[src/dir_pkg.sv]
// Constants, field layouts and types shared by the readback slave.
// Assumes a single core clock much faster than the serial clock.
package dir_pkg;

  localparam int        CLK_HZ          = 25_000_000;
  localparam logic [4:0] ADDR_FIXED     = 5'h13;
  localparam int        ADDR_FIX_MSB    = 7;
  localparam int        ADDR_FIX_LSB    = 3;
  localparam int        ADDR_PIN_HI_POS = 2;
  localparam int        ADDR_PIN_LO_POS = 1;
  localparam int        RW_POS          = 0;
  localparam int        CTL_EXT_HI_POS  = 7;
  localparam int        CTL_EXT_LO_POS  = 6;
  localparam int        CTL_SEL_MSB     = 2;
  localparam int        CTL_SEL_LSB     = 1;
  localparam int        CTL_PD_POS      = 0;
  localparam logic [7:0] CTRL_RESET     = 8'h00;
  localparam logic [5:0] PD_FILL        = 6'h3F;
  localparam logic [3:0] BYTE_BITS      = 4'h8;
  localparam int        NUM_CH          = 4;
  localparam int        CH_W            = 18;
  localparam logic [17:0] CH_RESET      = 18'h00000;
  localparam logic [1:0] IDX_LAST_PD    = 2'h2;
  localparam logic [1:0] IDX_LAST_NOPD  = 2'h1;
  localparam int        FIFO_DEPTH      = 2;

  typedef enum logic [2:0] {
    ST_IDLE, ST_ADDR, ST_ACK_ADDR, ST_CTRL, ST_ACK_CTRL, ST_TX, ST_TX_ACK
  } dir_state_e;

  typedef struct packed {
    logic [1:0]      ch;
    logic [CH_W-1:0] word;
  } dir_wr_s;

endpackage : dir_pkg

[src/dir_slave.sv]
// Two-wire readback slave of a four channel converter, channel storage included.
// Assumes serial clock well below a quarter of the core clock; pins are asynchronous.
`timescale 1ns/100ps

// How it works
// - A transaction opens with our address and a cleared direction bit, which we acknowledge.
// - The control byte that follows the write address is stored and acknowledged.
// - After a repeated start the same address with the direction bit set is acknowledged.
// - The address matches when its top five bits are 10011, then both address pins, then direction.
// - The channel select field of the last control byte picks the channel returned.
// - With the power-down flag clear exactly the high then the low data byte are sent.
// - With the power-down flag set a power-down byte, then high, then low byte are sent.
// - The power-down byte carries the two stored mode bits on top and ones below.
// - The data word goes out high byte first, every byte MSB first.
// - Each channel holds 18 bits, two mode bits above a 16-bit code, read back from storage.
module dir_slave (
  input  wire logic          i_core_clk,
  input  wire logic          i_rst,
  input  wire logic          i_scl,
  input  wire logic          i_sda,
  input  wire logic          i_addr_pin_hi,
  input  wire logic          i_addr_pin_lo,
  output logic               o_sda_out,
  output logic               o_sda_oe_n,
  input  wire logic          i_wr_valid,
  input  wire dir_pkg::dir_wr_s i_wr_data,
  output logic               o_wr_ready,
  output logic [7:0]         o_ctrl_byte,
  output logic               o_busy,
  output logic [dir_pkg::NUM_CH-1:0][dir_pkg::CH_W-1:0] o_chan_regs
);
  import dir_pkg::*;

  typedef struct packed {
    logic                        scl_s1;
    logic                        scl_s2;
    logic                        scl_p;
    logic                        sda_s1;
    logic                        sda_s2;
    logic                        sda_p;
    logic                        ahi_s1;
    logic                        ahi_s2;
    logic                        alo_s1;
    logic                        alo_s2;
    dir_state_e                  state;
    logic [3:0]                  bit_cnt;
    logic [7:0]                  shreg;
    logic [7:0]                  cur_byte;
    logic                        rw;
    logic                        mack;
    logic [7:0]                  ctrl;
    logic [CH_W-1:0]             snap;
    logic [1:0]                  byte_idx;
    logic                        drv;
    logic [NUM_CH-1:0][CH_W-1:0] chan;
    logic [FIFO_DEPTH-1:0][$bits(dir_wr_s)-1:0] fbuf;
    logic                        wp;
    logic                        rp;
    logic [1:0]                  fcnt;
  } dir_st_s;

  dir_st_s s_q;
  dir_st_s s_d;

  // Byte to send for a given position in the read reply
  function automatic logic [7:0] tx_byte(input logic [1:0] idx, input logic pd,
                                         input logic [CH_W-1:0] w);
    logic [7:0] b;
    b = w[7:0];
    if (pd) begin
      case (idx)
        2'h0:    b = {w[17:16], PD_FILL};
        2'h1:    b = w[15:8];
        default: b = w[7:0];
      endcase
    end else if (idx == 2'h0) begin
      b = w[15:8];
    end
    return b;
  endfunction : tx_byte

  logic       scl_rise;
  logic       scl_fall;
  logic       start_c;
  logic       stop_c;
  logic       addr_match;
  logic       pd_flag;
  logic [1:0] sel;
  logic [1:0] idx_last;
  logic       push;
  logic       pop;
  logic [7:0] nb;
  dir_wr_s    head;

  assign scl_rise   = s_q.scl_s2 & ~s_q.scl_p;
  assign scl_fall   = ~s_q.scl_s2 & s_q.scl_p;
  assign start_c    = s_q.scl_s2 & s_q.scl_p & ~s_q.sda_s2 & s_q.sda_p;
  assign stop_c     = s_q.scl_s2 & s_q.scl_p & s_q.sda_s2 & ~s_q.sda_p;
  assign addr_match = (s_q.shreg[ADDR_FIX_MSB:ADDR_FIX_LSB] == ADDR_FIXED)
                    && (s_q.shreg[ADDR_PIN_HI_POS] == s_q.ahi_s2)
                    && (s_q.shreg[ADDR_PIN_LO_POS] == s_q.alo_s2);
  assign pd_flag    = s_q.ctrl[CTL_PD_POS];
  assign sel        = s_q.ctrl[CTL_SEL_MSB:CTL_SEL_LSB];
  assign idx_last   = pd_flag ? IDX_LAST_PD : IDX_LAST_NOPD;
  assign o_wr_ready = (s_q.fcnt != 2'(FIFO_DEPTH));
  assign push       = i_wr_valid & o_wr_ready;
  // Storage updates wait while any frame holds the slave busy
  assign pop        = (s_q.fcnt != 2'h0) && (s_q.state == ST_IDLE);
  assign head       = dir_wr_s'(s_q.fbuf[s_q.rp]);

  always_comb begin
    s_d        = s_q;
    nb         = 8'h00;
    s_d.scl_s1 = i_scl;
    s_d.scl_s2 = s_q.scl_s1;
    s_d.scl_p  = s_q.scl_s2;
    s_d.sda_s1 = i_sda;
    s_d.sda_s2 = s_q.sda_s1;
    s_d.sda_p  = s_q.sda_s2;
    s_d.ahi_s1 = i_addr_pin_hi;
    s_d.ahi_s2 = s_q.ahi_s1;
    s_d.alo_s1 = i_addr_pin_lo;
    s_d.alo_s2 = s_q.alo_s1;

    if (push) begin
      s_d.fbuf[s_q.wp] = i_wr_data;
      s_d.wp           = ~s_q.wp;
    end
    if (pop) begin
      s_d.chan[head.ch] = head.word;
      s_d.rp            = ~s_q.rp;
    end
    s_d.fcnt = s_q.fcnt + 2'(push) - 2'(pop);

    if (start_c) begin
      s_d.state   = ST_ADDR;
      s_d.bit_cnt = 4'h0;
      s_d.drv     = 1'b0;
    end else if (stop_c) begin
      s_d.state = ST_IDLE;
      s_d.drv   = 1'b0;
    end else begin
      case (s_q.state)
        ST_IDLE: begin
          s_d.drv = 1'b0;
        end
        ST_ADDR, ST_CTRL: begin
          if (scl_rise && s_q.bit_cnt != BYTE_BITS) begin
            s_d.shreg   = {s_q.shreg[6:0], s_q.sda_s2};
            s_d.bit_cnt = s_q.bit_cnt + 4'h1;
          end else if (scl_fall && s_q.bit_cnt == BYTE_BITS) begin
            if (s_q.state == ST_CTRL) begin
              s_d.ctrl  = s_q.shreg;
              s_d.drv   = 1'b1;
              s_d.state = ST_ACK_CTRL;
            end else if (addr_match) begin
              s_d.rw    = s_q.shreg[RW_POS];
              s_d.drv   = 1'b1;
              s_d.state = ST_ACK_ADDR;
            end else begin
              s_d.state = ST_IDLE;
            end
          end
        end
        ST_ACK_ADDR: begin
          if (scl_fall) begin
            s_d.bit_cnt = 4'h0;
            if (s_q.rw) begin
              s_d.snap     = s_q.chan[sel];
              nb           = tx_byte(2'h0, pd_flag, s_q.chan[sel]);
              s_d.cur_byte = nb;
              s_d.drv      = ~nb[7];
              s_d.shreg    = {nb[6:0], 1'b1};
              s_d.bit_cnt  = 4'h1;
              s_d.byte_idx = 2'h0;
              s_d.state    = ST_TX;
            end else begin
              s_d.drv   = 1'b0;
              s_d.state = ST_CTRL;
            end
          end
        end
        ST_ACK_CTRL: begin
          // Further bytes in this frame are not ours to take
          if (scl_fall) begin
            s_d.drv   = 1'b0;
            s_d.state = ST_IDLE;
          end
        end
        ST_TX: begin
          if (scl_fall) begin
            if (s_q.bit_cnt == BYTE_BITS) begin
              s_d.drv   = 1'b0;
              s_d.state = ST_TX_ACK;
            end else begin
              s_d.drv     = ~s_q.shreg[7];
              s_d.shreg   = {s_q.shreg[6:0], 1'b1};
              s_d.bit_cnt = s_q.bit_cnt + 4'h1;
            end
          end
        end
        ST_TX_ACK: begin
          if (scl_rise) begin
            s_d.mack = ~s_q.sda_s2;
          end else if (scl_fall) begin
            if (s_q.mack && s_q.byte_idx != idx_last) begin
              nb           = tx_byte(s_q.byte_idx + 2'h1, pd_flag, s_q.snap);
              s_d.cur_byte = nb;
              s_d.byte_idx = s_q.byte_idx + 2'h1;
              s_d.drv      = ~nb[7];
              s_d.shreg    = {nb[6:0], 1'b1};
              s_d.bit_cnt  = 4'h1;
              s_d.state    = ST_TX;
            end else begin
              // Refusal or a reply past its end: let the line go
              s_d.state = ST_IDLE;
            end
          end
        end
        default: begin
          s_d.state = ST_IDLE;
          s_d.drv   = 1'b0;
        end
      endcase
    end
  end

  always_ff @(posedge i_core_clk or posedge i_rst) begin
    if (i_rst) begin
      s_q        <= '0;
      // Idle bus level, so no false edge follows reset
      s_q.scl_s1 <= 1'b1;
      s_q.scl_s2 <= 1'b1;
      s_q.scl_p  <= 1'b1;
      s_q.sda_s1 <= 1'b1;
      s_q.sda_s2 <= 1'b1;
      s_q.sda_p  <= 1'b1;
      s_q.state <= ST_IDLE;
      s_q.ctrl  <= CTRL_RESET;
      s_q.chan  <= {NUM_CH{CH_RESET}};
    end else begin
      s_q <= s_d;
    end
  end

  assign o_sda_out   = 1'b0;
  assign o_sda_oe_n  = ~s_q.drv;
  assign o_ctrl_byte = s_q.ctrl;
  assign o_busy      = (s_q.state != ST_IDLE);
  assign o_chan_regs = s_q.chan;

  property p_ack_addr;
    @(posedge i_core_clk) disable iff (i_rst)
    (s_q.state == ST_ADDR && scl_fall && s_q.bit_cnt == BYTE_BITS && addr_match
     && !start_c && !stop_c) |=> (!o_sda_oe_n && s_q.state == ST_ACK_ADDR);
  endproperty
  a_ack_addr: assert property (p_ack_addr) else $error("address not acknowledged");

  property p_ack_ctrl;
    @(posedge i_core_clk) disable iff (i_rst)
    (s_q.state == ST_CTRL && scl_fall && s_q.bit_cnt == BYTE_BITS && !start_c && !stop_c)
      |=> (!o_sda_oe_n && o_ctrl_byte == $past(s_q.shreg));
  endproperty
  a_ack_ctrl: assert property (p_ack_ctrl) else $error("control byte lost");

  property p_read_addr;
    @(posedge i_core_clk) disable iff (i_rst)
    (s_q.state == ST_ACK_ADDR && s_q.rw && scl_fall && !start_c && !stop_c)
      |=> (s_q.state == ST_TX && s_q.bit_cnt == 4'h1);
  endproperty
  a_read_addr: assert property (p_read_addr) else $error("read address not served");

  property p_no_match;
    @(posedge i_core_clk) disable iff (i_rst)
    (s_q.state == ST_ADDR && scl_fall && s_q.bit_cnt == BYTE_BITS && !addr_match
     && !start_c && !stop_c) |=> (o_sda_oe_n && s_q.state == ST_IDLE);
  endproperty
  a_no_match: assert property (p_no_match) else $error("foreign address acknowledged");

  property p_select;
    @(posedge i_core_clk) disable iff (i_rst)
    (s_q.state == ST_ACK_ADDR && s_q.rw && scl_fall && !start_c && !stop_c)
      |=> (s_q.snap == $past(s_q.chan[sel]));
  endproperty
  a_select: assert property (p_select) else $error("wrong channel captured");

  property p_byte_count;
    @(posedge i_core_clk) disable iff (i_rst)
    (s_q.state == ST_TX_ACK && scl_fall && s_q.mack && !start_c && !stop_c)
      |=> (s_q.state == ST_IDLE) == ($past(s_q.byte_idx) == (pd_flag ? 2'h2 : 2'h1));
  endproperty
  a_byte_count: assert property (p_byte_count) else $error("reply length wrong");

  property p_pd_byte;
    @(posedge i_core_clk) disable iff (i_rst)
    (s_q.state == ST_TX && s_q.byte_idx == 2'h0 && pd_flag)
      |-> (s_q.cur_byte == {s_q.snap[17:16], PD_FILL});
  endproperty
  a_pd_byte: assert property (p_pd_byte) else $error("power-down byte malformed");

  property p_high_first;
    @(posedge i_core_clk) disable iff (i_rst)
    (s_q.state == ST_TX && s_q.byte_idx == 2'h0 && !pd_flag)
      |-> (s_q.cur_byte == s_q.snap[15:8]);
  endproperty
  a_high_first: assert property (p_high_first) else $error("high byte not first");

  property p_store;
    @(posedge i_core_clk) disable iff (i_rst)
    pop |=> (s_q.chan[$past(head.ch)] == $past(head.word));
  endproperty
  a_store: assert property (p_store) else $error("channel word not stored");

endmodule : dir_slave

[config.mk]
export PLATFORM = sky130hd
export DESIGN_NAME = dir_slave
export DESIGN_NICKNAME = d
export VERILOG_FILES = /design/src/dir_pkg.sv /design/src/dir_slave.sv
export SDC_FILE = /design/constraint.sdc
export NUM_CORES = 1
export LEC_CHECK = 0
export ABC_AREA = 1
export BUFFER_PORTS_ARGS = -buffer_cell sky130_fd_sc_hd__buf_2
export CORE_ASPECT_RATIO = 2
export CORE_MARGIN = 1
export CORE_UTILIZATION = 63
export DETAILED_ROUTE_END_ITERATION = 8
export GPL_TIMING_DRIVEN = 0
export HOLD_SLACK_MARGIN = 0.1
export PLACE_DENSITY_LB_ADDON = 0.3
export SYNTH_ARGS = -nofsm -noshare
export SYNTH_HDL_FRONTEND = slang
export SYNTH_SLANG_ARGS = --single-unit
[constraint.sdc]
create_clock -name i_core_clk -period 10.2 [get_ports i_core_clk]
set_input_delay 1.53 -clock i_core_clk [delete_from_list [all_inputs] [get_ports i_core_clk]]
set_output_delay 1.53 -clock i_core_clk [all_outputs]
set_load 0.02 [all_outputs]
==> impl_metrics.json, run 1 <==
{
  "status": "finished clean",
  "totalNegativeSetupSlack_ns": 0,
  "post_route_cells_drive_above_1_share_pct": 22.5,
  "worst_hold_path_type": "register to register",
  "dp.cells": 1416,
  "ant_nets": 0,
  "hold_path_startpoint": "s_d[170]",
  "design.die.area_sq_um": 14700,
  "rr_worst_depth": 9,
  "cp_class": "register to output pin",
  "final_hold_viol_count": 0,
  "synth-main-ff-cell": "dfrtp_1",
  "synthMuxAreaShare_pct": 2.64,
  "p_clk_share_pct": 21.4,
  "htreeDepth": 4,
  "grt_setup_unrepaired": "false",
  "worst_ir_drop_vdd_mv": 0.222,
  "placed_instance_area_sq_um": 9760,
  "wl_met2_um": 12700,
  "final_core_utilization_pct": 74.4,
  "netSwitchingPower_mw": 1.18,
  "synth.avg_cell_area_sq_um": 8.01,
  "fmaxAchievable_mhz": 325,
  "wirelength_um": 23300,
  "routed_wire_length_per_instance_um": 16.1,
  "final_period_minus_worst_setup_slack_ns": 3.08,
  "timing.max_cap.violations": 0,
  "drt_via_density": 5.39,
  "cp_max_fo": 9,
  "globalRoute.totalOverflow": 0,
  "cts.repair_timing.setup_buffer_count": 0,
  "groute.usage.overall_pct": 34.3,
  "i_o_pin_total": 111,
  "synth-xor-area-share_pct": 0.490,
  "crit_path_start_kind": "register",
  "worst_clock_skew_ns": 0.00993,
  "synthesized_area_fraction_occupied_by_adder_cells_pct": 0.839,
  "timing_max_transition_violations_final": 0,
  "cp_data_arrival_time_ns": 1.55,
  "tritoncts_clock_tree": "yes",
  "worstPathRequired_ns": 8.67,
  "regToRegStartpoint": "o_ctrl_byte[0]",
  "synthesis.nets": 1150,
  "finish.net_count": 1279,
  "r2r_setup_slack_ns": 8.11,
  "maximum_number_of_pins_on_one_net_before_global_route_repair": 109,
  "setup_viol": 0,
  "insertion_delay_ns": 0.43,
  "die_w_um": 86.3,
  "min_period_over_period_pct": 30.2,
  "main_combinational_cell_family_by_area_after_synthesis": "simple AND/OR/NAND/NOR gates",
  "synth-simple-area-share_pct": 20.2,
  "grt_antenna_before_repair": 0,
  "clk_transition_reported_paths_ns": 0.06,
  "synth_seq_area_share_pct": 48.2,
  "floorplan.initialDensity_pct": 64.4,
  "core.rowCount": 61,
  "compound_gate_portion_of_the_synthesized_area_pct": 13.1,
  "critical_path.reg2reg.endpoint": "s_q[156]",
  "critPathCaptureType": "output pin",
  "asyncSetResetFlopFracSynth_pct": 100,
  "cts_sinks": 172,
  "synth.cell_area_sq_um": 8940,
  "drc_errors": 0,
  "netlist.top_cell.by_area": "dfrtp_1",
  "met3WireLength_um": 995,
  "area.growth.synth_to_final_pct": 15.5,
  "core_region_area_sq_um": 13900,
  "netlist-cell-type-count": 35,
  "design_area_sq_um": 10300,
  "grt_pass1_vias": 7765,
  "synth_enable_flop_cells": 0,
  "synthesis.instances": 1117,
  "routedLengthMet1_um": 8050,
  "via_count": 7803,
  "power_frac_seq_pct": 36.1,
  "maxUsedRoutingLayer": "met4",
  "power_report.internal_total_mw": 1.76,
  "antenna_cells": 0,
  "tightestPinTransition_ns": 0.573,
  "synth.most_common_cell": "nand2_1",
  "slew-limit-headroom_pct": 61.8,
  "pwr-share-comb_pct": 42.5,
  "dp.final_hpwl_um": 17700,
  "power_density_nw_per_um2": 285,
  "min_delay_worst_endpoint": "s_q[170]",
  "cts_inserted_buffers": 17,
  "portBuffers": 109,
  "fin_cells": 1447,
  "post-synth-top-area-fraction_pct": 46.4,
  "dr.pass1.iters": 5,
  "final_gp_congestion": 0.905,
  "synth.yosys.warnings": 0,
  "dieHeight_um": 171,
  "cts-hold-fix-buffers": 0,
  "power.share.switching_pct": 40.3,
  "synth_seq_cells": 172,
  "cellLeakagePower_nw": 5.45,
  "final.fill_count": 1162,
  "detailedRoute.firstIterationViolations": 476,
  "post_synth_most_frequent_cells": "nand2_1, o21ai_0, dfrtp_1",
  "ctsResizeCount": 0,
  "clock_tree.buffer_depth": 2,
  "netlist_top_cells_area": "dfrtp_1, nand2_1, o21ai_0, buf_4, inv_1",
  "cts.root.buffer_cell": "clkbuf_16",
  "hold-path-cell-count": 0,
  "wire_length_of_the_first_global_routing_pass_um": 37900
}
layer usage:
metal	global-route usage [%]	up-vias
met5	0	-
met4	22.4	0
met3	5.89	92
met2	63.3	280
met1	34.5	3696
li1	-	3735
power by group through the flow:
stage               registers [mW]  logic [mW]  clock network (mW)
floorplan                     1.01       0.914                   0
global placement              1.05        1.20                   0
detailed placement            1.06        1.24                   0
CTS                           1.06        1.25               0.635
global route                  1.08        1.37               0.665
finish                        1.06        1.25               0.630
per-stage QoR:
step | power [mW] | hold WS (ns) | setup slack (ns)
floorplan | 1.92 | 0.331 | 4.02
global placement | 2.26 | 0.332 | 2.26
detailed placement | 2.30 | 0.336 | 7.48
CTS | 2.94 | 0.351 | 7.13
global route | 3.12 | 0.363 | 7.06
finish | 2.94 | 0.350 | 7.12
how the worst max path moves through the flow:
stage / startpoint / end / depth (start not counted)
detailed placement: i_wr_valid / s_q[15] / 7
finish: s_q[169] / o_busy / 4
CTS: s_q[169] / o_busy / 4
floorplan: i_rst / o_chan_regs[0] / 1
global placement: i_rst / s_q[10] / 2
global route: s_q[169] / o_busy / 4
worst max-delay path, stage by stage, from the launching register on:
cell	delay, ns
dfrtp_1	0.37
buf_6	0.14
nor3_4	0.35
inv_1	0.09
buf_2	0.17
cell usage in the layout (no fill, tap or decap), types with 2 or more instances in the layout:
cell        count
nand3_1        45
inv_1         115
ha_1            6
clkinvlp_4      3
bufinv_16       2
buf_1           4
nand2_1       323
nor3_4          3
dfstp_2         6
clkbuf_1       26
dfrtp_1       166
o21ai_0       172
nand2_2         2
clkinv_1        2
nor2_2          4
buf_6           6
buf_2         120
clkinv_4        2
xnor2_1         4
o21ai_1         2
a31oi_1         9
nor2_4          2
a21oi_1        37
buf_4          84
mux2_2         21
nand3b_1        2
nand4_1         3
clkbuf_16      17
o211ai_1        3
nor2_1         53
cells by family (layout without fill, tap and decap cells):
group                      after synthesis  count (layout)
buffers and inverters                  246             387
muxes                                   21              21
DFF                                    172             172
other                                    1               1
adders and majority gates                6               6
and+or+nand+nor                        440             440
xor gates and xnor gates                 5               5
AOI/OAI and AO/OA                      226             226
layout make-up:
cell class              instances  area (sq um)  share of cell area (%)
well taps                     189           236                    2.29
inverters                     119           454                    4.40
plain buffers                 127           851                    8.24
clock inverters                 9           114                    1.10
multi-input cells             699          3330                    32.3
repair buffers                110           573                    5.55
clock buffers                  22           454                    4.40
flip-flops and latches        172          4310                    41.7
registers in the layout (all words and copies together) (netlist names):
| register | cells |
|---|---|
| s_q | 86 |
| o_chan_regs | 72 |
| o_ctrl_byte | 8 |
| s_d | 6 |
No activity file was read; power rests on OpenSTA's default activity.
==> inputs of run 2 (changes only) <==
--- a/config.mk
+++ b/config.mk
@@ -5,11 +5,11 @@
 export SDC_FILE = /design/constraint.sdc
 export NUM_CORES = 1
 export LEC_CHECK = 0
-export ABC_AREA = 1
+export ABC_AREA = 0
 export BUFFER_PORTS_ARGS = -buffer_cell sky130_fd_sc_hd__buf_2
 export CORE_ASPECT_RATIO = 2
 export CORE_MARGIN = 1
-export CORE_UTILIZATION = 63
+export CORE_UTILIZATION = 53
 export DETAILED_ROUTE_END_ITERATION = 8
 export GPL_TIMING_DRIVEN = 0
 export HOLD_SLACK_MARGIN = 0.1
==> constraint.sdc (replaced) <==
create_clock -name i_core_clk -period 2.5 [get_ports i_core_clk]
set_input_delay 0.375 -clock i_core_clk [delete_from_list [all_inputs] [get_ports i_core_clk]]
set_output_delay 0.375 -clock i_core_clk [all_outputs]
set_load 0.02 [all_outputs]
==> impl_metrics.json, run 2 <==
{
  "design.die.area_sq_um": 16600,
  "timing.max_cap.violations": 0,
  "via_count": 6377,
  "cp_max_fo": 10,
  "grt_antenna_before_repair": 0,
  "htreeDepth": 4,
  "mostFrequentLayoutCells": "dfrtp_1, buf_2, buf_4",
  "synthesis.instances": 760,
  "synth-main-ff-cell": "dfrtp_1",
  "detailedRoute.firstIterationViolations": 399,
  "i_o_pin_total": 111,
  "antenna_cells": 0,
  "cp_num_buf_inv": 3,
  "synth.most_common_cell": "dfrtp_1",
  "r2r_setup_slack_ns": 0.11,
  "final_hold_viol_count": 0,
  "final.fill_count": 1334,
  "dieHeight_um": 181,
  "area.growth.synth_to_final_pct": 17.8,
  "cp_data_arrival_time_ns": 2.67,
  "final_period_minus_worst_setup_slack_ns": 2.39,
  "asyncSetResetFlopFracSynth_pct": 100,
  "most_common_cell_after_layout_fill_and_taps_aside": "dfrtp_1",
  "netlist_top_cells_area": "dfrtp_1, mux2_2, buf_4, mux2i_1, a21oi_1",
  "status": "finished clean",
  "timing_max_transition_violations_final": 0,
  "largest_register_ffs": 86,
  "finish.net_count": 929,
  "cts.repair_timing.setup_buffer_count": 0,
  "worst_ir_drop_vdd_mv": 0.776,
  "tritoncts_clock_tree": "yes",
  "cpMostUsedCell": "clkbuf_1",
  "worst_hold_path_type": "primary input to register",
  "setup_viol": 0,
  "netlist.top_cell.by_area": "dfrtp_1",
  "maximum_number_of_pins_on_one_net_before_global_route_repair": 41,
  "clk_transition_reported_paths_ns": 0.06,
  "grt_pass1_vias": 6682,
  "cts_sinks": 172,
  "dr.pass1.iters": 6,
  "wire_length_of_the_first_global_routing_pass_um": 34100,
  "main_combinational_cell_family_by_area_after_synthesis": "multiplexers",
  "ff_latch_area_sq_um": 4310,
  "max_flop_register": "s_q",
  "routed_wire_length_per_instance_um": 19.0,
  "groute.usage.overall_pct": 27.0,
  "insertion_delay_ns": 0.42,
  "min_period_over_period_pct": 95.7,
  "maximum_cell_stage_delay_along_the_critical_path_ns": 0.50,
  "cts.root.buffer_cell": "clkbuf_16",
  "cts_inserted_buffers": 17,
  "synth.avg_cell_area_sq_um": 11.2,
  "tightestPinTransition_ns": 0.846,
  "timing.critical_path.slowest_stage_cell": "clkbuf_1",
  "synth-xor-area-share_pct": 0.719,
  "drc_errors": 0,
  "critical-path-top-delay-family": "buffers and inverters",
  "portBuffers": 109,
  "worst_clock_skew_ns": 0.00876,
  "path_cells": "clkbuf_1 -> nor3_2 -> o21ai_1 -> inv_1 -> o21ai_2 -> clkbuf_1 -> o21ai_0",
  "multi_input_area_sq_um": 3380,
  "compound_gate_portion_of_the_synthesized_area_pct": 11.3,
  "cp_class": "register to register",
  "netlist-cell-type-count": 56,
  "post-synth-top-area-fraction_pct": 48.7,
  "totalNegativeSetupSlack_ns": 0,
  "final_gp_congestion": 0.956,
  "synth-simple-area-share_pct": 8.15,
  "power_density_nw_per_um2": 1230,
  "worstPathRequired_ns": 2.77,
  "critPathCaptureType": "register",
  "synth.yosys.warnings": 0,
  "fmaxAchievable_mhz": 418,
  "synth.cell_area_sq_um": 8520,
  "core_region_area_sq_um": 15800,
  "cellLeakagePower_nw": 4.75,
  "synthesized_area_fraction_occupied_by_adder_cells_pct": 0.881,
  "synth_enable_flop_cells": 0,
  "post_synth_most_frequent_cells": "dfrtp_1, buf_4, mux2_2",
  "grt_setup_unrepaired": "true",
  "dp.final_hpwl_um": 16100,
  "synthMuxAreaShare_pct": 18.4,
  "wirelength_um": 21100,
  "post_route_cells_drive_above_1_share_pct": 38.1,
  "ant_nets": 0,
  "core.rowCount": 65,
  "design_area_sq_um": 10000,
  "synth_seq_area_share_pct": 50.6,
  "globalRoute.totalOverflow": 0,
  "die_w_um": 91.7,
  "slew-limit-headroom_pct": 43.2,
  "floorplan.initialDensity_pct": 54.0,
  "crit_path_start_kind": "register",
  "synthesis.nets": 793,
  "clock_tree.buffer_depth": 2,
  "placed_instance_area_sq_um": 9400,
  "drt_via_density": 5.76,
  "synth_seq_cells": 172
}
run 2: final timing paths:
check / from / to / cells after the start
min in group asynchronous: i_rst / s_q[163] / 3
hold reg to reg: s_d[172] / s_q[172] / 0
hold / removal: i_wr_data[13] / s_q[37] / 2
setup reg to reg: s_q[168] / o_chan_regs[10] / 7
setup / recovery: s_q[168] / o_chan_regs[10] / 7
max in group asynchronous: i_rst / o_chan_regs[67] / 6
run 2: what timing repair did:
item                                   CTS  global route
setup endpoints to repair               62            40
hold buffers                             5             0
cloned                                   0             0
pin swaps                                0             0
resized for setup                        2             5
endpoints found under the hold margin   22             0
run 2: per-layer routing:
layer  up-vias  GRT usage [%]  routed length (um)  share of wire, %
met5         -              0                   0                 0
met2       216           48.8               11600                55
met1      3202           27.8                7300                35
met3        80           3.75                 743               3.5
met4         0           19.7                1400               6.6
li1       2879              -                   -                 -
run 2: cell type report:
type / count / area share [%]
sequential: 172 / 42.9
multi-input combinational: 453 / 33.7
buffer: 117 / 7.76
timing repair buffer: 118 / 6.73
clock buffer: 20 / 4.55
tap: 201 / 2.50
clock inverter: 10 / 1.17
inverter: 17 / 0.673
run 2: cell families (layout without fill, tap and decap cells):
logic type | count (synthesis) | after routing
AO/OA/AOI/OAI | 160 | 160
XOR/XNOR | 7 | 7
adder cells (fa/ha/maj) | 6 | 6
buffers and inverters | 135 | 282
flip-flops | 172 | 172
multiplexers | 128 | 128
other | 1 | 1
AND/OR/NAND/NOR | 151 | 151
run 2: worst reg2reg max path: stages (launching register included):
cell and delay (ns):
dfrtp_1 0.33, clkbuf_1 0.30, nor3_2 0.15, o21ai_1 0.36
inv_1 0.19, o21ai_2 0.25, clkbuf_1 0.51, o21ai_0 0.17
run 2: power by group:
part / switching, mW / internal (mW) / total (mW)
Clock: 1.06 / 1.51 / 2.57
Sequential: 0.880 / 3.86 / 4.74
Combinational: 2.63 / 2.40 / 5.03
Total: 4.57 / 7.77 / 12.3
run 2: through the flow:
| step | cells | util, % | hold slack [ns] | total power [mW] | setup slack [ns] |
|---|---|---|---|---|---|
| finish | 1108 | 63.7 | 0.196 | 12.3 | 0.106 |
| global route | 1108 | 63.7 | 0.190 | 13.0 | -0.00900 |
| CTS | 1108 | 63.6 | 0.180 | 12.4 | 0.0332 |
| detailed placement | 1074 | 59.6 | 0.337 | 9.77 | -0.214 |
| global placement | 1070 | 59.1 | 0.335 | 9.61 | -1.10 |
| floorplan | 760 | - | 0.331 | 8.27 | -0.0668 |
